===== config.mk =====
export PLATFORM = sky130hd
export DESIGN_NAME = analog_setup_cmd
export DESIGN_NICKNAME = d
export VERILOG_FILES = /design/src/asc_pkg.sv /design/src/analog_setup_cmd.sv /design/src/ramp_timer.sv
export SDC_FILE = /design/constraint.sdc
export NUM_CORES = 1
export LEC_CHECK = 0
export ABC_AREA = 1
export BUFFER_PORTS_ARGS = -buffer_cell sky130_fd_sc_hd__buf_4
export CAP_MARGIN = 20
export CORE_MARGIN = 5
export CORE_UTILIZATION = 57
export DETAILED_ROUTE_END_ITERATION = 6
export HOLD_SLACK_MARGIN = 0.06
export PLACE_DENSITY = 0.86
export SETUP_SLACK_MARGIN = 0.15
export SYNTH_ARGS = -nofsm -noshare
export SYNTH_HDL_FRONTEND = slang
export SYNTH_HIERARCHICAL = 1
export SYNTH_SLANG_ARGS = --single-unit

===== constraint.sdc =====
create_clock -name clk_i -period 5.93 [get_ports clk_i]
set_input_delay 1.186 -clock clk_i [delete_from_list [all_inputs] [get_ports clk_i]]
set_output_delay 1.186 -clock clk_i [all_outputs]
set_load 0.01 [all_outputs]

===== src/asc_pkg.sv =====
// Constants for the analog setup command decoder.
// Assumes a 100 MHz system clock and a classic Wishbone register bus.
package asc_pkg;
    // Command encoding
    localparam logic [5:0] OPC_ANALOG_SETUP = 6'h01;
    localparam int         B1_CLASS         = 1;
    localparam int         B1_FILTER        = 0;
    localparam int         B2_FADE          = 7;
    localparam int         B2_DAC_HI        = 6;
    localparam int         B2_DAC_LO        = 5;
    localparam int         B2_EXT_HI        = 4;
    localparam int         B2_EXT_LO        = 3;
    localparam int         B2_LINE          = 2;
    localparam int         B2_SPK           = 1;
    localparam int         B2_QUIET         = 0;
    // Initial values after reset release or sleep
    localparam logic [1:0] RST_FIRST        = 2'h0;
    localparam logic [7:0] RST_SECOND       = 8'h00;
    // Mix gain codes
    localparam logic [1:0] GAIN_OFF         = 2'h0;
    localparam logic [1:0] GAIN_M6DB        = 2'h1;
    localparam logic [1:0] GAIN_0DB         = 2'h2;
    localparam logic [1:0] GAIN_BANNED      = 2'h3;
    // Register map (byte addresses)
    localparam logic [7:0] REG_CMD          = 8'h00;
    localparam logic [7:0] REG_STATUS       = 8'h04;
    localparam logic [7:0] REG_SETUP        = 8'h08;
    // Status field positions
    localparam int         ST_ACCEPT_N      = 0;
    localparam int         ST_ACTIVE_N      = 1;
    localparam int         ST_SPK_ON        = 2;
    localparam int         ST_LINE_ON       = 3;
    localparam int         ST_RAMP          = 4;
    localparam int         ST_RAMP_UP       = 5;
    localparam int         ST_WAIT2         = 6;
    // Timing
    localparam int         CLK_HZ           = 100_000_000;
    localparam int         TICK_NS          = 1000;
    localparam int         TICK_CYCLES      = TICK_NS / (1_000_000_000 / CLK_HZ);
    localparam int         RAMP_W           = 20;
endpackage


===== src/analog_setup_cmd.sv =====
// Analog setup command decoder with its Wishbone register port.
// Assumes command bytes and state flags come from logic on clk_i.
//
// What this block does
// - Two-byte command; byte one 000001 plus class and filter, byte two fields.
// - Command ignored if powered down, in power transitions, or playing when byte two arrives.
// - Sleep with analog powered up drops amplifiers at once, no quiet ramp.
// - All setup fields return to initial values on reset and sleep.
// - Class bit 0 selects class AB speaker output, 1 selects class D.
// - Filter bit 1 inserts 200Hz high-pass filter, 0 bypasses it.
// - Fade-on-halt bit 1 fades output on halt, 0 stops at once.
// - Channel-active-low held low during halt fade, high once fade completes.
// - DAC gain 00 off, 01 -6 dB, 10 0dB, 11 0dB but prohibited.
// - Mix gains apply only in speaker mode with class AB selected.
// - External gain 00 off, 01 -6 dB, 10 0dB, 11 0dB prohibited.
// - Quiet bit honoured only for line amplifier ramps, up or down.
// - Quiet ramps use quiet times, otherwise fast up and down times.
// - Speaker mode, line bit clear: speaker bit 0 powers down, 1 up.
// - Line mode, speaker bit clear: line bit 1 powers up, 0 down.
`timescale 1ns/1ns
module analog_setup_cmd #(
    parameter int QUIET_UP_US   = 100_000,
    parameter int QUIET_DOWN_US = 100_000,
    parameter int FAST_UP_US    = 10_000,
    parameter int FAST_DOWN_US  = 10_000
) (
    input  wire logic        clk_i,
    input  wire logic        rst_i,
    input  wire logic        wb_cyc_i,
    input  wire logic        wb_stb_i,
    input  wire logic        wb_we_i,
    input  wire logic [7:0]  wb_adr_i,
    input  wire logic [31:0] wb_dat_i,
    input  wire logic [3:0]  wb_sel_i,
    output logic      [31:0] wb_dat_o,
    output logic             wb_ack_o,
    input  wire logic        cmd_byte_valid_i,
    input  wire logic [7:0]  cmd_byte_i,
    input  wire logic        powered_down_i,
    input  wire logic        power_transition_i,
    input  wire logic        playing_i,
    input  wire logic        sleep_cmd_i,
    input  wire logic        halt_cmd_i,
    input  wire logic        fade_done_i,
    output logic             amp_class_select_o,
    output logic             bass_cut_filter_en_o,
    output logic             soft_halt_ramp_o,
    output logic [1:0]       dac_mix_gain_o,
    output logic [1:0]       ext_mix_gain_o,
    output logic             mix_gain_active_o,
    output logic             spk_amp_power_o,
    output logic             line_amp_power_o,
    output logic             ramp_active_o,
    output logic             ramp_up_o,
    output logic             cmd_accept_n_o,
    output logic             channel_active_n_o
);
    typedef enum logic [1:0] {S_IDLE, S_WAIT2, S_RAMP} state_t;

    localparam int W = asc_pkg::RAMP_W;
    localparam logic [W-1:0] QUIET_UP_T   = W'(QUIET_UP_US);
    localparam logic [W-1:0] QUIET_DOWN_T = W'(QUIET_DOWN_US);
    localparam logic [W-1:0] FAST_UP_T    = W'(FAST_UP_US);
    localparam logic [W-1:0] FAST_DOWN_T  = W'(FAST_DOWN_US);
    localparam logic [7:0]   TICK_MAX     = 8'(asc_pkg::TICK_CYCLES - 1);

    state_t       state_ff;
    state_t       nxt_state;
    logic [1:0]   first_ff;
    logic [1:0]   pend_ff;
    logic [7:0]   second_ff;
    logic [7:0]   tick_cnt_ff;
    logic         tick;
    logic         spk_on_ff;
    logic         line_on_ff;
    logic         ramp_up_ff;
    logic         accept_n_ff;
    logic         fading_ff;
    logic         ack_ff;
    logic [31:0]  rdata_ff;
    logic         bus_req;
    logic         bus_cmd_wr;
    logic         byte_valid;
    logic [7:0]   byte_val;
    logic         blocked;
    logic         take_second;
    logic         new_line;
    logic         new_spk;
    logic         new_quiet;
    logic         ramp_load;
    logic [W-1:0] ramp_val;
    logic         ramp_busy;
    logic         ramp_done;
    logic         line_mode;

    // Microsecond enable for the ramp timer
    always_ff @(posedge clk_i) begin
        if (rst_i || tick_cnt_ff == TICK_MAX) begin
            tick_cnt_ff <= 8'h00;
        end else begin
            tick_cnt_ff <= tick_cnt_ff + 8'h01;
        end
    end
    assign tick = (tick_cnt_ff == TICK_MAX);

    // Wishbone slave: one wait state, ack for one cycle
    assign bus_req    = wb_cyc_i && wb_stb_i && !ack_ff;
    assign bus_cmd_wr = bus_req && wb_we_i && wb_sel_i[0]
                        && wb_adr_i == asc_pkg::REG_CMD;

    always_ff @(posedge clk_i) begin
        if (rst_i) begin
            ack_ff <= 1'b0;
        end else begin
            ack_ff <= bus_req;
        end
    end

    always_ff @(posedge clk_i) begin
        if (rst_i) begin
            rdata_ff <= 32'h0000_0000;
        end else if (bus_req && !wb_we_i) begin
            unique case (wb_adr_i)
                asc_pkg::REG_CMD:    rdata_ff <= {24'h000000, byte_val};
                asc_pkg::REG_STATUS: begin
                    rdata_ff <= 32'h0000_0000;
                    rdata_ff[asc_pkg::ST_ACCEPT_N] <= accept_n_ff;
                    rdata_ff[asc_pkg::ST_ACTIVE_N] <= !fading_ff;
                    rdata_ff[asc_pkg::ST_SPK_ON]   <= spk_on_ff;
                    rdata_ff[asc_pkg::ST_LINE_ON]  <= line_on_ff;
                    rdata_ff[asc_pkg::ST_RAMP]     <= ramp_busy;
                    rdata_ff[asc_pkg::ST_RAMP_UP]  <= ramp_up_ff;
                    rdata_ff[asc_pkg::ST_WAIT2]    <= (state_ff == S_WAIT2);
                end
                asc_pkg::REG_SETUP:  rdata_ff <= {22'h000000, first_ff,
                                                  second_ff};
                default:             rdata_ff <= 32'h0000_0000;
            endcase
        end
    end

    assign wb_ack_o = ack_ff;
    assign wb_dat_o = rdata_ff;

    // Serial bytes win over a bus-injected byte in the same cycle
    assign byte_valid = cmd_byte_valid_i || bus_cmd_wr;
    assign byte_val   = cmd_byte_valid_i ? cmd_byte_i : wb_dat_i[7:0];

    assign blocked = powered_down_i || power_transition_i || playing_i;
    assign take_second = (state_ff == S_WAIT2) && byte_valid && !blocked;

    // Line bit takes precedence if both power bits are set
    assign new_line  = byte_val[asc_pkg::B2_LINE];
    assign new_spk   = byte_val[asc_pkg::B2_SPK] && !new_line;
    assign new_quiet = byte_val[asc_pkg::B2_QUIET] && new_line;

    // Ramp length picked by the mode being left or entered
    always_comb begin
        ramp_load = 1'b0;
        ramp_val  = FAST_UP_T;
        if (take_second) begin
            if (new_line != line_on_ff) begin
                ramp_load = 1'b1;
                // Quiet bit of the new command governs power-down too
                if (new_line) begin
                    ramp_val = new_quiet ? QUIET_UP_T : FAST_UP_T;
                end else begin
                    ramp_val = byte_val[asc_pkg::B2_QUIET] ? QUIET_DOWN_T
                                                           : FAST_DOWN_T;
                end
            end else if (new_spk != spk_on_ff) begin
                ramp_load = 1'b1;
                ramp_val  = new_spk ? FAST_UP_T : FAST_DOWN_T;
            end
        end
    end

    ramp_timer #(
        .W (W)
    ) u_ramp (
        .clk_i      (clk_i),
        .rst_i      (rst_i || sleep_cmd_i),
        .tick_i     (tick),
        .load_i     (ramp_load),
        .load_val_i (ramp_val),
        .busy_o     (ramp_busy),
        .done_o     (ramp_done)
    );

    // Command sequencer
    always_comb begin
        nxt_state = state_ff;
        unique case (state_ff)
            S_IDLE: begin
                if (byte_valid
                    && byte_val[7:2] == asc_pkg::OPC_ANALOG_SETUP) begin
                    nxt_state = S_WAIT2;
                end
            end
            S_WAIT2: begin
                if (byte_valid) begin
                    nxt_state = ramp_load ? S_RAMP : S_IDLE;
                end
            end
            S_RAMP: begin
                if (ramp_done) begin
                    nxt_state = S_IDLE;
                end
            end
        endcase
        if (sleep_cmd_i) begin
            nxt_state = S_IDLE;
        end
    end

    always_ff @(posedge clk_i) begin
        if (rst_i) begin
            state_ff <= S_IDLE;
        end else begin
            state_ff <= nxt_state;
        end
    end

    // Host must hold off while low; bytes sent then are not guarded
    always_ff @(posedge clk_i) begin
        if (rst_i) begin
            accept_n_ff <= 1'b1;
        end else begin
            accept_n_ff <= (nxt_state != S_RAMP);
        end
    end

    always_ff @(posedge clk_i) begin
        if (rst_i) begin
            pend_ff <= asc_pkg::RST_FIRST;
        end else if (state_ff == S_IDLE && byte_valid) begin
            pend_ff <= byte_val[1:0];
        end
    end

    // Fields are only committed when the second byte is accepted
    always_ff @(posedge clk_i) begin
        if (rst_i || sleep_cmd_i) begin
            first_ff  <= asc_pkg::RST_FIRST;
            second_ff <= asc_pkg::RST_SECOND;
        end else if (take_second) begin
            first_ff  <= pend_ff;
            second_ff <= byte_val;
        end
    end

    // Power state follows acceptance; sleep drops it with no ramp
    always_ff @(posedge clk_i) begin
        if (rst_i || sleep_cmd_i) begin
            spk_on_ff  <= 1'b0;
            line_on_ff <= 1'b0;
            ramp_up_ff <= 1'b0;
        end else if (take_second) begin
            spk_on_ff  <= new_spk;
            line_on_ff <= new_line;
            if (ramp_load) begin
                ramp_up_ff <= (new_line != line_on_ff) ? new_line : new_spk;
            end
        end
    end

    // Halt fade: set wins over the completion pulse
    always_ff @(posedge clk_i) begin
        if (rst_i || sleep_cmd_i) begin
            fading_ff <= 1'b0;
        end else if (halt_cmd_i && second_ff[asc_pkg::B2_FADE]) begin
            fading_ff <= 1'b1;
        end else if (fade_done_i) begin
            fading_ff <= 1'b0;
        end
    end

    function automatic logic [1:0] gain_map(input logic [1:0] code);
        gain_map = (code == asc_pkg::GAIN_BANNED) ? asc_pkg::GAIN_0DB
                                                  : code;
    endfunction

    assign line_mode = second_ff[asc_pkg::B2_LINE];

    // Registered copies of the settings for the analog section
    always_ff @(posedge clk_i) begin
        if (rst_i) begin
            amp_class_select_o   <= 1'b0;
            bass_cut_filter_en_o <= 1'b0;
            soft_halt_ramp_o     <= 1'b0;
            dac_mix_gain_o       <= asc_pkg::GAIN_OFF;
            ext_mix_gain_o       <= asc_pkg::GAIN_OFF;
            mix_gain_active_o    <= 1'b0;
            spk_amp_power_o      <= 1'b0;
            line_amp_power_o     <= 1'b0;
            ramp_active_o        <= 1'b0;
            ramp_up_o            <= 1'b0;
            channel_active_n_o   <= 1'b1;
        end else begin
            amp_class_select_o   <= first_ff[asc_pkg::B1_CLASS];
            bass_cut_filter_en_o <= first_ff[asc_pkg::B1_FILTER];
            soft_halt_ramp_o     <= second_ff[asc_pkg::B2_FADE];
            dac_mix_gain_o       <= gain_map(second_ff[6:5]);
            ext_mix_gain_o       <= gain_map(second_ff[4:3]);
            mix_gain_active_o    <= !first_ff[asc_pkg::B1_CLASS]
                                    && !line_mode;
            spk_amp_power_o      <= spk_on_ff;
            line_amp_power_o     <= line_on_ff;
            ramp_active_o        <= ramp_busy;
            ramp_up_o            <= ramp_up_ff;
            channel_active_n_o   <= !fading_ff;
        end
    end
    assign cmd_accept_n_o = accept_n_ff;

    a_wb_ack_pulse: assert property (
        @(posedge clk_i) disable iff (rst_i)
        wb_ack_o |=> !wb_ack_o)
        else $error("ack held longer than one cycle");

    a_blocked_ignored: assert property (
        @(posedge clk_i) disable iff (rst_i)
        (state_ff == S_WAIT2 && byte_valid && blocked && !sleep_cmd_i)
        |=> $stable(second_ff) && $stable(first_ff) && state_ff == S_IDLE)
        else $error("setup accepted while blocked");

    a_sleep_clears: assert property (
        @(posedge clk_i) disable iff (rst_i)
        sleep_cmd_i |=> second_ff == asc_pkg::RST_SECOND
                        && first_ff == asc_pkg::RST_FIRST
                        ##1 !amp_class_select_o && !soft_halt_ramp_o)
        else $error("sleep did not restore setup");

    a_sleep_no_ramp: assert property (
        @(posedge clk_i) disable iff (rst_i)
        sleep_cmd_i |=> !ramp_busy && !spk_on_ff && !line_on_ff
                        ##1 !spk_amp_power_o && !line_amp_power_o)
        else $error("sleep left amplifiers powered");

    a_class_filter: assert property (
        @(posedge clk_i) disable iff (rst_i)
        take_second && !sleep_cmd_i |=> ##1
        amp_class_select_o == $past(pend_ff[1], 2)
        && bass_cut_filter_en_o == $past(pend_ff[0], 2))
        else $error("class or filter output wrong");

    a_gain_map: assert property (
        @(posedge clk_i) disable iff (rst_i)
        second_ff[6:5] == asc_pkg::GAIN_BANNED
        |=> dac_mix_gain_o == asc_pkg::GAIN_0DB)
        else $error("prohibited gain not mapped to 0dB");

    a_mix_gate: assert property (
        @(posedge clk_i) disable iff (rst_i)
        (first_ff[asc_pkg::B1_CLASS] || line_mode) |=> !mix_gain_active_o)
        else $error("mix gains active outside speaker class AB");

    a_fade_hold: assert property (
        @(posedge clk_i) disable iff (rst_i)
        (halt_cmd_i && second_ff[asc_pkg::B2_FADE] && !sleep_cmd_i)
        |=> ##1 !channel_active_n_o)
        else $error("channel active not held low on fade");

    a_quiet_len: assert property (
        @(posedge clk_i) disable iff (rst_i)
        (ramp_load && new_line && !line_on_ff && !sleep_cmd_i)
        |-> ramp_val == (byte_val[0] ? QUIET_UP_T : FAST_UP_T))
        else $error("line power-up ramp length wrong");

    a_spk_quiet: assert property (
        @(posedge clk_i) disable iff (rst_i)
        (ramp_load && !new_line && !line_on_ff && new_spk)
        |-> ramp_val == FAST_UP_T)
        else $error("quiet bit honoured in speaker mode");

    a_accept_ramp: assert property (
        @(posedge clk_i) disable iff (rst_i)
        (ramp_load && !sleep_cmd_i) |=> !cmd_accept_n_o && state_ff == S_RAMP)
        else $error("accept line not low during ramp");
endmodule


===== src/ramp_timer.sv =====
// Down counter timing one amplifier power ramp in microsecond ticks.
// Assumes tick_i is a one-cycle enable on the same clock.
`timescale 1ns/1ns
module ramp_timer #(
    parameter int W = 20
) (
    input  wire logic         clk_i,
    input  wire logic         rst_i,
    input  wire logic         tick_i,
    input  wire logic         load_i,
    input  wire logic [W-1:0] load_val_i,
    output logic              busy_o,
    output logic              done_o
);
    logic [W-1:0] count_ff;

    always_ff @(posedge clk_i) begin
        if (rst_i) begin
            count_ff <= '0;
        end else if (load_i) begin
            count_ff <= (load_val_i == '0) ? W'(1) : load_val_i;
        end else if (tick_i && count_ff != '0) begin
            count_ff <= count_ff - W'(1);
        end
    end

    assign busy_o = (count_ff != '0);
    assign done_o = tick_i && (count_ff == W'(1)) && !load_i;
endmodule


==> results by group, run 1 <==
STA
  – Tcrit/Tclk final: a little over three fifths
  – Clk_skew: 0.0117 ns
  – Final TNS setup: 0 ns
  – Final Slew Violations: 0
  – Tmin final: 3.75 ns
  – Min Hold Slack: 0.429 ns
  – # setup viols final: 0
  – Worst slew pin tran: 0.876 ns
  – RSZ-0062 raised after global routing: false
  – Max-slew headroom: 41.1%
  – Setup slack after layout: 2.18 ns
  – Max Clk Rate: approximately 0.27 GHz
  – Hold Vio Cnt, Final: 0

Die
  – Ports: around 110
  – Die area: 0.00885 sq mm
  – Starting Density: 59.0%
  – Die extent in y: 94.1 microns
  – CORE AREA: 0.00683 sq mm
  – Die W: approximately 94 microns
  – Rows: 30

Placement
  – Cell total after placement: 754
  – Pre-CTS WS: between 2 and 2.5 ns
  – IO Port Bufs: 61
  – Dpl cell area: about 0.0045 sq mm
  – Final HPWL DP: 7090 microns
  – RD Place Congestion: 0.916

Worst setup path
  – CP Max Fanout: 21
  – WS Path Type: in -> reg
  – Arr. time, crit path: about 4 ns
  – Flop-to-flop setup slack: between 2 and 3 ns
  – Critical path launch point type: input pin
  – Setup crit end kind: register
  – Critical Path RT: slightly above 6 ns

Finish
  – ANT cells: 0
  – Register Area: 0.00140 sq mm
  – Layout net count: 740
  – Area of the multi-input gates: roughly 0.0023 sq mm
  – Share of post-route cells with drive strength above 1: between 10% and 20%
  – Layout Cells excl Fill: 770
  – Final core occ: 68.8%
  – P&R area growth vs syn: 16.6%
  – Fillers: 572
  – Commonest non-fill, non-tap cell in the layout: nand2_1
  – Most frequent cells in the layout: nand2_1 (132), nor2_1 (100), dfxtp_1 (70)
  – Post-route cell area: 0.00470 sq mm

Clock network
  – Clk slew on worst S/H paths: ~0.09 ns
  – Max clock buf depth: 2
  – CTS tree: done
  – Clock Sink Count: 70
  – Number of buffers created by CTS: 9
  – Worst-Skew Late Latency: between 0.3 and 0.4 ns
  – Post-CTS Setup Bufs: 0
  – H-tree depth: 3
  – Resize count post-CTS: 0
  – Clock root cell: clkbuf_8
  – Hold_buf cts: 0

Synthesis
  – Synth Flop Type: dfxtp_1
  – Syn Area/Cell: around 6.8 sq um
  – Synth area leaders: dfxtp_1 (35%), nand2_1 (12%), nor2_1 (9.3%)
  – Post-synth top area cell: dfxtp_1
  – Netlist Area Pre-Place: 0.00403 sq mm
  – Area share of the largest cell type after synthesis: 34.8%
  – Syn. warnings: 6
  – Count of different cell masters after synthesis: 43
  – Fraction of registers with async set/reset: 0%
  – Synth Register Bits: 70
  – Mapped Cells: 590
  – Number of synthesized flops with an enable pin: 0
  – Post-synthesis sequential area ratio: between 30% and 40%

Power
  – Maximum VDD drop: 0.000118 V
  – Leak: 2.24 nW
  – Total power: 0.916 mW
  – Pwr per Cell Area: a little under 200 mW/mm^2

Global route
  – GRT overflow: 0
  – Vias in the first global route: 3,542
  – First-pass GRT wire length: between 15,000 and 20,000 microns
  – Initial antenna violation count: 0
  – Gr usage total: 22.2%
  – Largest net degree at the start of global routing: 28

Detailed routing
  – # DRC: 0
  – Via count: 3,893
  – Final wirelength: 9550 microns
  – Pre-antenna DRT Iters: 5
  – 1st-iter DRT viols: 364
  – Drt via density: roughly 5.1
  – DRT antenna net count: 0
  – WL/cell: 12.4 microns

Outcome
  – Status: complete, no violations

Run
  – Max-Cap Viols: 0

Hold path
  – Hold WC Path Type: reg -> reg
-- sequential cells by signal, indices dropped and copies added, names as in the netlist, 2 cells and up --
| register | flops |
|---|---|
| first_ff | 2 |
| dac_mix_gain_o | 2 |
| second_ff | 8 |
| ext_mix_gain_o | 2 |
| u_ramp/count_ff | 20 |
| tick_cnt_ff | 8 |
| state_ff | 2 |
| pend_ff | 2 |
| wb_dat_o | 10 |
-- power breakdown --
group	internal (mW)	switching, mW
clock network	0.159	0.206
registers	0.473	0.00227
logic	0.0276	0.0474
-- worst max-delay path, cell delays in order --
cell and delay (ns):
buf_4 0.15, inv_2 0.18, nand2_1 0.08, nand2_1 0.17, nand2_1 0.07, nand2_1 0.12
nand3_2 0.12, inv_1 0.12, nor2_4 0.12, inv_1 0.55, nand3_1 0.16, nor3_1 0.33
inv_1 0.10, a21oi_1 0.15, nand2_1 0.10, nand2_1 0.07, nand2_1 0.07, and2_1 0.15
-- worst paths after layout --
kind / from / to / cells past startpoint
min: fading_ff / channel_active_n_o / 1
max: cmd_byte_valid_i / state_ff[1] / 18
min reg2reg: fading_ff / channel_active_n_o / 1
max reg2reg: state_ff[1] / u_ramp/count_ff[15] / 10
-- final cells by class --
cell class | count | share of cell area (%)
Sequential cell | 70 | 29.8
Inverter | 57 | 4.66
Clock inverter | 7 | 1.30
Multi-Input combinational cell | 470 | 49.3
Clock buffer | 9 | 2.64
Tap cell | 96 | 2.56
Timing Repair Buffer | 61 | 9.74
-- synthesized netlist by cell type (all sizes together), types with 2 or more instances --
cell and number:
nand2 142, a32o 2, xor2 5, buf 32, conb 2, nand3 46, mux2i 5, a21oi 37
nor2 114, inv 56, nor3b 2, dfxtp 70, or2 3, clkbuf 6, nand4 4, o21ai 35
ha 7, nor3 8, xnor2 7
-- metal layers --
layer | global-route usage, % | wire, microns
met5 | 0 | 0
met4 | 8.66 | 184
met3 | 4.41 | 620
met2 | 36.1 | 4590
met1 | 28.8 | 4160
-- cell families after synthesis --
family	share of synthesized area (%)
AND/OR/NAND/NOR	36.9
buffers and inverters	11.9
AO/OA/AOI/OAI	10.2
flip-flops	34.8
XOR/XNOR	2.61
adder cells (fa/ha/maj)	2.17
multiplexers	1.24
other	0.186
Power figures use the tool's default switching activity.
==> inputs of run 2 (changes only) <==
- ABC_AREA: 1 -> 0
- CORE_UTILIZATION: 57 -> 48
- PLACE_DENSITY: 0.86 -> 0.77
- clock period: 5.93 -> 3.01 ns (I/O delays scaled with it)
==> run 2 against run 1 <==
Effect of this change: setup slack lost 1.7 ns; non-clock buffer count grew 20; critical endpoint is now u_ramp/count_ff[7]; combinational power increased by 120%; synthesized cell count shrank 22%; final area rose by 2.4%; sequential cell count stayed put; worst hold slack got worse by 0.013 ns; global-route usage decreased by 3.1 points; clock-buffer cell count unchanged; die area increased by 15%.
==> results by group, run 2 <==
Outcome
  – Status: complete, no violations (unchanged)

Synthesis
  – Netlist Area Pre-Place: 0.00397 sq mm (was 0.00403 sq mm)
  – Syn. warnings: 6 (unchanged)
  – Number of synthesized flops with an enable pin: 0 (unchanged)
  – Post-synth top area cell: dfxtp_1 (unchanged)
  – Synth Register Bits: 70 (unchanged)
  – Area share of the largest cell type after synthesis: 35.3% (was 34.8%)
  – Most instantiated cells after synthesis: dfxtp_1 (70), nor2_1 (60), nand2_1 (42) (was nand2_1 (132), nor2_1 (100), dfxtp_1 (70))
  – Most frequent cell after synthesis: dfxtp_1 (was nand2_1)
  – Post-synthesis sequential area ratio: 35.3% (was 34.8%)
  – Count of different cell masters after synthesis: 68 (was 43)
  – Synth area leaders: dfxtp_1 (35%), nor2_1 (5.7%), buf_4 (4.4%) (was dfxtp_1 (35%), nand2_1 (12%), nor2_1 (9.3%))
  – Fraction of registers with async set/reset: 0% (unchanged)
  – Synth Flop Type: dfxtp_1 (unchanged)
  – Mapped Cells: 462 (was 590)
  – Syn Area/Cell: 8.59 sq um (was 6.83 sq um)

Placement
  – RD Place Congestion: 0.875 (was 0.916)
  – Final HPWL DP: 7460 microns (was 7090 microns)
  – IO Port Bufs: 61 (unchanged)
  – Dpl cell area: 0.00459 sq mm (was 0.00452 sq mm)

Detailed routing
  – Pre-antenna DRT Iters: 5 (unchanged)
  – # DRC: 0 (unchanged)
  – Drt via density: 5.46 (was 5.06)
  – DRT antenna net count: 0 (unchanged)
  – Final wirelength: 10,100 microns (was 9550 microns)
  – WL/cell: 15.1 microns (was 12.4 microns)
  – Via count: 3,624 (was 3,893)
  – 1st-iter DRT viols: 181 (was 364)

Clock network
  – Number of buffers created by CTS: 9 (unchanged)
  – Clock root cell: clkbuf_8 (unchanged)
  – H-tree depth: 3 (unchanged)
  – Max clock buf depth: 2 (unchanged)
  – Hold_buf cts: 0 (unchanged)
  – Worst-Skew Late Latency: 0.36 ns (about the same)
  – Clk slew on worst S/H paths: 0.09 ns (about the same)
  – Clock Sink Count: 70 (unchanged)
  – CTS tree: done (unchanged)

Power
  – Leak: 1.94 nW (was 2.24 nW)
  – Maximum VDD drop: 0.000264 V (was 0.000118 V)
  – Comb power frac: 8.6% (was 8.2%)
  – Internal power: 1.39 mW (was 0.660 mW)
  – Switching share of power: 26.1% (was 28.0%)
  – Flop pwr share: 49.8% (was 51.9%)
  – P_sw: 0.492 mW (was 0.256 mW)
  – Pwr per Cell Area: 391 mW/mm^2 (was 195 mW/mm^2)
  – Total power: 1.88 mW (was 0.916 mW)
  – Part of the power in the clock network: 41.6% (was 39.9%)

Finish
  – Post-route cell area: 0.00481 sq mm (was 0.00470 sq mm)
  – Commonest non-fill, non-tap cell in the layout: buf_4 (was nand2_1)
  – Layout net count: 625 (was 740)
  – Register Area: 0.00140 sq mm (unchanged)
  – P&R area growth vs syn: 21.3% (was 16.6%)
  – Fillers: 705 (was 572)
  – Register bank with the most flops: u_ramp/count_ff (unchanged)
  – Most frequent cells in the layout: buf_4 (81), dfxtp_1 (70), nor2_1 (59) (was nand2_1 (132), nor2_1 (100), dfxtp_1 (70))
  – Final core occ: 59.2% (was 68.8%)
  – Area of the multi-input gates: 0.00241 sq mm (was 0.00232 sq mm)
  – Max reg flops: 20 (unchanged)
  – Share of post-route cells with drive strength above 1: 22.9% (was 17.1%)
  – ANT cells: 0 (unchanged)

Worst setup path
  – WS Path Type: reg -> reg (was in -> reg)
  – Setup crit end kind: register (unchanged)
  – Critical Path Start: u_ramp/count_ff[0] (was cmd_byte_valid_i)
  – Critical path launch point type: register (was input pin)
  – Arr. time, crit path: 2.80 ns (was 4.01 ns)
  – CP Max Fanout: 8 (was 21)
  – Critical Path RT: 3.25 ns (was 6.19 ns)
  – Critical R2R Launch: u_ramp/count_ff[0] (was state_ff[1])

Die
  – Die W: 101 microns (was 94.1 microns)
  – Die extent in y: 101 microns (was 94.1 microns)
  – Die area: 0.0102 sq mm (was 0.00885 sq mm)
  – CORE AREA: 0.00813 sq mm (was 0.00683 sq mm)
  – Rows: 33 (was 30)
  – Starting Density: 48.8% (was 59.0%)
  – Ports: 111 (unchanged)

STA
  – # setup viols final: 0 (unchanged)
  – Worst slew pin tran: 0.580 ns (was 0.876 ns)
  – Final Slew Violations: 0 (unchanged)
  – RSZ-0062 raised after global routing: false (unchanged)
  – Clk_skew: 0.0140 ns (was 0.0117 ns)
  – Tmin final: 2.56 ns
  – Max Clk Rate: 0.391 GHz
  – Tcrit/Tclk final: 85.0%
  – Hold Vio Cnt, Final: 0 (unchanged)
  – Final TNS setup: 0 ns (unchanged)
  – Min Hold Slack: 0.416 ns (was 0.429 ns)
  – Max-slew headroom: 61.2% (was 41.1%)

Run
  – Max-Cap Viols: 0 (unchanged)

Global route
  – Largest net degree at the start of global routing: 30 (was 28)
  – Gr usage total: 19.1% (was 22.2%)
  – Initial antenna violation count: 0 (unchanged)
  – GRT overflow: 0 (unchanged)
  – Vias in the first global route: 3,285 (was 3,542)
  – First-pass GRT wire length: 15,700 microns (was 15,800 microns)

Hold path
  – Worst Min Path Start: fading_ff (unchanged)
  – Hold WC Path Type: reg -> reg (unchanged)
## run 2: path summary, 6_finish.rpt
check / end / slack, ns / depth (start not counted)
max: u_ramp/count_ff[7] / 0.45 / 7
min reg2reg: channel_active_n_o / 0.42 / 1
max reg2reg: u_ramp/count_ff[7] / 0.45 / 7
min: channel_active_n_o / 0.42 / 1
## run 2: critical path, stage by stage, from the launching register on
cell and delay, ns:
dfxtp_1 0.43, inv_1 0.13, ha_1 0.30, nor2b_1 0.16
and4_1 0.35, a21bo_4 0.31, or4_1 0.49, a32o_1 0.27
## run 2: final cells by class
class                      instances  area share [%]
multi-input combinational        378            50.2
sequential                        70            29.1
timing repair buffer              81            12.6
tap                              105            2.73
clock buffer                       9            2.57
clock inverter                     7            1.69
inverter                          14            1.09
## run 2: power by group through the flow
stage | logic [mW] | registers, mW | clock network [mW]
final | 0.162 | 0.938 | 0.784
after global routing | 0.176 | 0.938 | 0.843
after CTS | 0.159 | 0.938 | 0.803
after detailed placement | 0.158 | 0.959 | 0
after global placement | 0.155 | 0.959 | 0
after floorplan | 0.110 | 0.959 | 0
## run 2: metrics by stage
step	setup WS (ns)	cells
2_1_floorplan	0.226	508
3_3_place_gp	0.111	648
3_5_place_dp	-0.0222	648
4_1_cts	0.232	664
5_1_grt	0.231	664
6_report	0.451	664
## run 2: timing repair
item	in CTS	in global routing
gates resized for setup	0	3
setup endpoints to repair	0	7
endpoints found under the hold margin	0	0
buffers inserted	0	0
## run 2: cell families (layout without fill, tap and decap cells)
| kind of cell | Yosys count | count (layout) | synth area share [%] |
|---|---|---|---|
| AOI/OAI and AO/OA | 95 | 95 | 18.4 |
| xor gates and xnor gates | 12 | 12 | 2.65 |
| adders and majority gates | 7 | 7 | 2.21 |
| buffers and inverters | 60 | 111 | 8.80 |
| DFF | 70 | 70 | 35.3 |
| muxes | 20 | 20 | 5.23 |
| other | 2 | 48 | 0.189 |
| and+or+nand+nor | 196 | 196 | 27.2 |
## run 2: metal layers
layer	global-route usage (%)	up-vias	wire, microns
li1	-	1776	-
met1	24.3	1685	4260
met2	32.0	144	4830
met3	3.53	19	766
met4	7.46	0	199
met5	0	-	0
==> inputs of run 3 (changes only) <==
- BUFFER_PORTS_ARGS: -buffer_cell sky130_fd_sc_hd__buf_4 -> unset
- CORE_UTILIZATION: 48 -> 57
- DONT_BUFFER_PORTS: unset -> 1
- PLACE_DENSITY: 0.77 -> 0.75
==> run 3 against run 2 <==
Effect of this change: sequential power about the same; maximum frequency decreased by 0.84%; critical path type unchanged; critical path depth increased by 4; register-to-register slack got worse by 0.02 ns; clock power increased by 8.8%; clock skew decreased by 0.0062 ns; via count decreased by 6.4%; core utilization increased by 4.7 points; sequential cell count unchanged; wire length decreased by 6.8%; largest cell class unchanged; combinational power decreased by 38%; clock-buffer cell count increased by 1.
==> results by group, run 3 (synthesized netlist as in run 2, its figures left out) <==
Outcome
  – Status: complete, no violations (unchanged)

Clock network
  – Hold_buf cts: 0 (unchanged)
  – Number of buffers created by CTS: 9 (unchanged)
  – Worst-Skew Late Latency: 0.35 ns (was 0.36 ns)
  – Clock root cell: clkbuf_8 (unchanged)
  – Clock Sink Count: 70 (unchanged)
  – Max clock buf depth: 2 (unchanged)
  – H-tree depth: 3 (unchanged)
  – CTS tree: done (unchanged)
  – Clk slew on worst S/H paths: 0.08 ns (was 0.09 ns)

STA
  – Final Slew Violations: 0 (unchanged)
  – Tmin final: 2.58 ns (was 2.56 ns)
  – Clk_skew: 0.00781 ns (was 0.0140 ns)
  – Hold Vio Cnt, Final: 0 (unchanged)
  – Max-slew headroom: 54.6% (was 61.2%)
  – Max Clk Rate: 0.387 GHz (was 0.391 GHz)
  – Final TNS setup: 0 ns (unchanged)
  – Tcrit/Tclk final: 85.7% (was 85.0%)
  – Min Hold Slack: 0.312 ns (was 0.416 ns)
  – Worst slew pin tran: 0.680 ns (was 0.580 ns)
  – RSZ-0062 raised after global routing: false (unchanged)
  – # setup viols final: 0 (unchanged)

Worst setup path
  – CP max stage delay: 0.37 ns (was 0.49 ns)
  – Setup crit end kind: register (unchanged)
  – Critical Path RT: 3.24 ns (was 3.25 ns)
  – Worst r2r path cells: 11 (was 7)
  – Critical Path Start: state_ff[1] (was u_ramp/count_ff[0])
  – CP Max Fanout: 35 (was 8)
  – Worst-path cell chain: inv_1 -> ha_1 -> nor4b_1 -> buf_4 -> o21ai_2 -> nor2_2 -> buf_12 -> nor4b_1 -> a21oi_2 -> a21oi_1 -> a2111oi_1 (was inv_1 -> ha_1 -> nor2b_1 -> and4_1 -> a21bo_4 -> or4_1 -> a32o_1)
  – Crit-path slowest cell: a21oi_2 (was or4_1)
  – Critical R2R Launch: state_ff[1] (was u_ramp/count_ff[0])
  – Most frequent CP cell: nor4b_1
  – WS Path Type: reg -> reg (unchanged)
  – Arr. time, crit path: 2.81 ns (was 2.80 ns)
  – Critical path launch point type: register (unchanged)

Hold path
  – Worst Min Path Start: rst_i (was fading_ff)
  – Hold path depth: 1 (unchanged)
  – Hold WC Path Type: in -> reg (was reg -> reg)

Detailed routing
  – 1st-iter DRT viols: 264 (was 181)
  – WL/cell: 15.8 microns (was 15.1 microns)
  – Via count: 3,393 (was 3,624)
  – Final wirelength: 9370 microns (was 10,100 microns)
  – # DRC: 0 (unchanged)
  – Drt via density: 5.74 (was 5.46)
  – Pre-antenna DRT Iters: 5 (unchanged)
  – DRT antenna net count: 0 (unchanged)

Power
  – P_sw: 0.453 mW (was 0.492 mW)
  – Internal power: 1.44 mW (was 1.39 mW)
  – Maximum VDD drop: 0.000227 V (was 0.000264 V)
  – Comb power frac: 5.3% (was 8.6%)
  – Leak: 1.63 nW (was 1.94 nW)
  – Flop pwr share: 49.6% (was 49.8%)
  – Pwr per Cell Area: 436 mW/mm^2 (was 391 mW/mm^2)
  – Part of the power in the clock network: 45.1% (was 41.6%)
  – Switching share of power: 23.9% (was 26.1%)
  – Total power: 1.89 mW (was 1.88 mW)

Global route
  – Vias in the first global route: 3,022 (was 3,285)
  – GRT overflow: 0 (unchanged)
  – First-pass GRT wire length: 14,900 microns (was 15,700 microns)
  – Initial antenna violation count: 0 (unchanged)
  – Gr usage total: 21.6% (was 19.1%)
  – Largest net degree at the start of global routing: 36 (was 30)

Finish
  – Final core occ: 63.9% (was 59.2%)
  – Fillers: 564 (was 705)
  – Most frequent cells in the layout: dfxtp_1 (70), nor2_1 (59), conb_1 (48) (was buf_4 (81), dfxtp_1 (70), nor2_1 (59))
  – Share of post-route cells with drive strength above 1: 12.5% (was 22.9%)
  – Max reg flops: 20 (unchanged)
  – P&R area growth vs syn: 9.36% (was 21.3%)
  – Register bank with the most flops: u_ramp/count_ff (unchanged)
  – Layout Cells excl Fill: 591 (was 664)
  – Layout net count: 561 (was 625)
  – Commonest non-fill, non-tap cell in the layout: dfxtp_1 (was buf_4)
  – ANT cells: 0 (unchanged)

Die
  – Ports: 111 (unchanged)
  – Die W: 93.4 microns (was 101 microns)
  – CORE AREA: 0.00679 sq mm (was 0.00813 sq mm)
  – Starting Density: 58.4% (was 48.8%)
  – Die area: 0.00873 sq mm (was 0.0102 sq mm)
  – Rows: 30 (was 33)
  – Die extent in y: 93.4 microns (was 101 microns)

Placement
  – IO Port Bufs: 0 (was 61)
  – Cell total after placement: 574 (was 648)
  – RD Place Congestion: 0.903 (was 0.875)
  – Final HPWL DP: 6890 microns (was 7460 microns)

Run
  – Max-Cap Viols: 0 (unchanged)
[run 3: changes by cell type in the layout (fill, tap and decap cells not counted), sizes merged]
cell    change
buf        -64
bufinv      +1
clkbuf      +1
clkinv      -1
inv         -1
[run 3: metal layers]
layer  share of wire, %  wire length (microns)  global-route usage [%]
met1                 45                   4260                    29.6
met4                1.4                    134                    9.65
met2                 46                   4340                    33.2
met3                6.8                    636                    3.78
met5                  0                      0                       0
[run 3: per-stage QoR]
stage	setup slack [ns]	cell area [sq um]
CTS	0.366	4330
finish	0.429	4340
global route	0.156	4340
global placement	0.214	4110
detailed placement	0.0558	4110
floorplan	0.226	4140
[run 3: final timing paths]
kind / endpoint / slack [ns]
max: u_ramp/count_ff[8] / 0.43
min: ext_mix_gain_o[1] / 0.31
max reg2reg: u_ramp/count_ff[8] / 0.43
min reg2reg: channel_active_n_o / 0.42
[run 3: what timing repair did]
item	4_1_cts	5_1_grt
pin swaps	0	1
setup endpoints to repair	1	2
buffers inserted	0	1
resized for setup	1	1
[run 3: worst max-delay path: cells and delay by family (launching register included)]
kind	cells	cell delay, ns
flops	1	0.35
simple gates	3	0.53
fa+ha+maj	1	0.23
buf+inv	3	0.50
compound gates	4	0.84
[run 3: power groups by stage]
stage | clock network [mW] | logic (mW) | registers (mW)
6_report | 0.853 | 0.100 | 0.938
5_1_grt | 0.915 | 0.111 | 0.939
4_1_cts | 0.867 | 0.0978 | 0.938
3_5_place_dp | 0 | 0.0974 | 0.960
3_3_place_gp | 0 | 0.0963 | 0.960
2_1_floorplan | 0 | 0.110 | 0.959
[run 3: layout make-up]
type | count | area [sq um] | share of cell area (%)
multi-input combinational | 378 | 2400 | 55.4
sequential | 70 | 1400 | 32.3
timing repair buffer | 17 | 140 | 3.23
clock buffer | 10 | 128 | 2.94
tap | 96 | 120 | 2.77
clock inverter | 6 | 93.8 | 2.16
inverter | 14 | 52.6 | 1.21
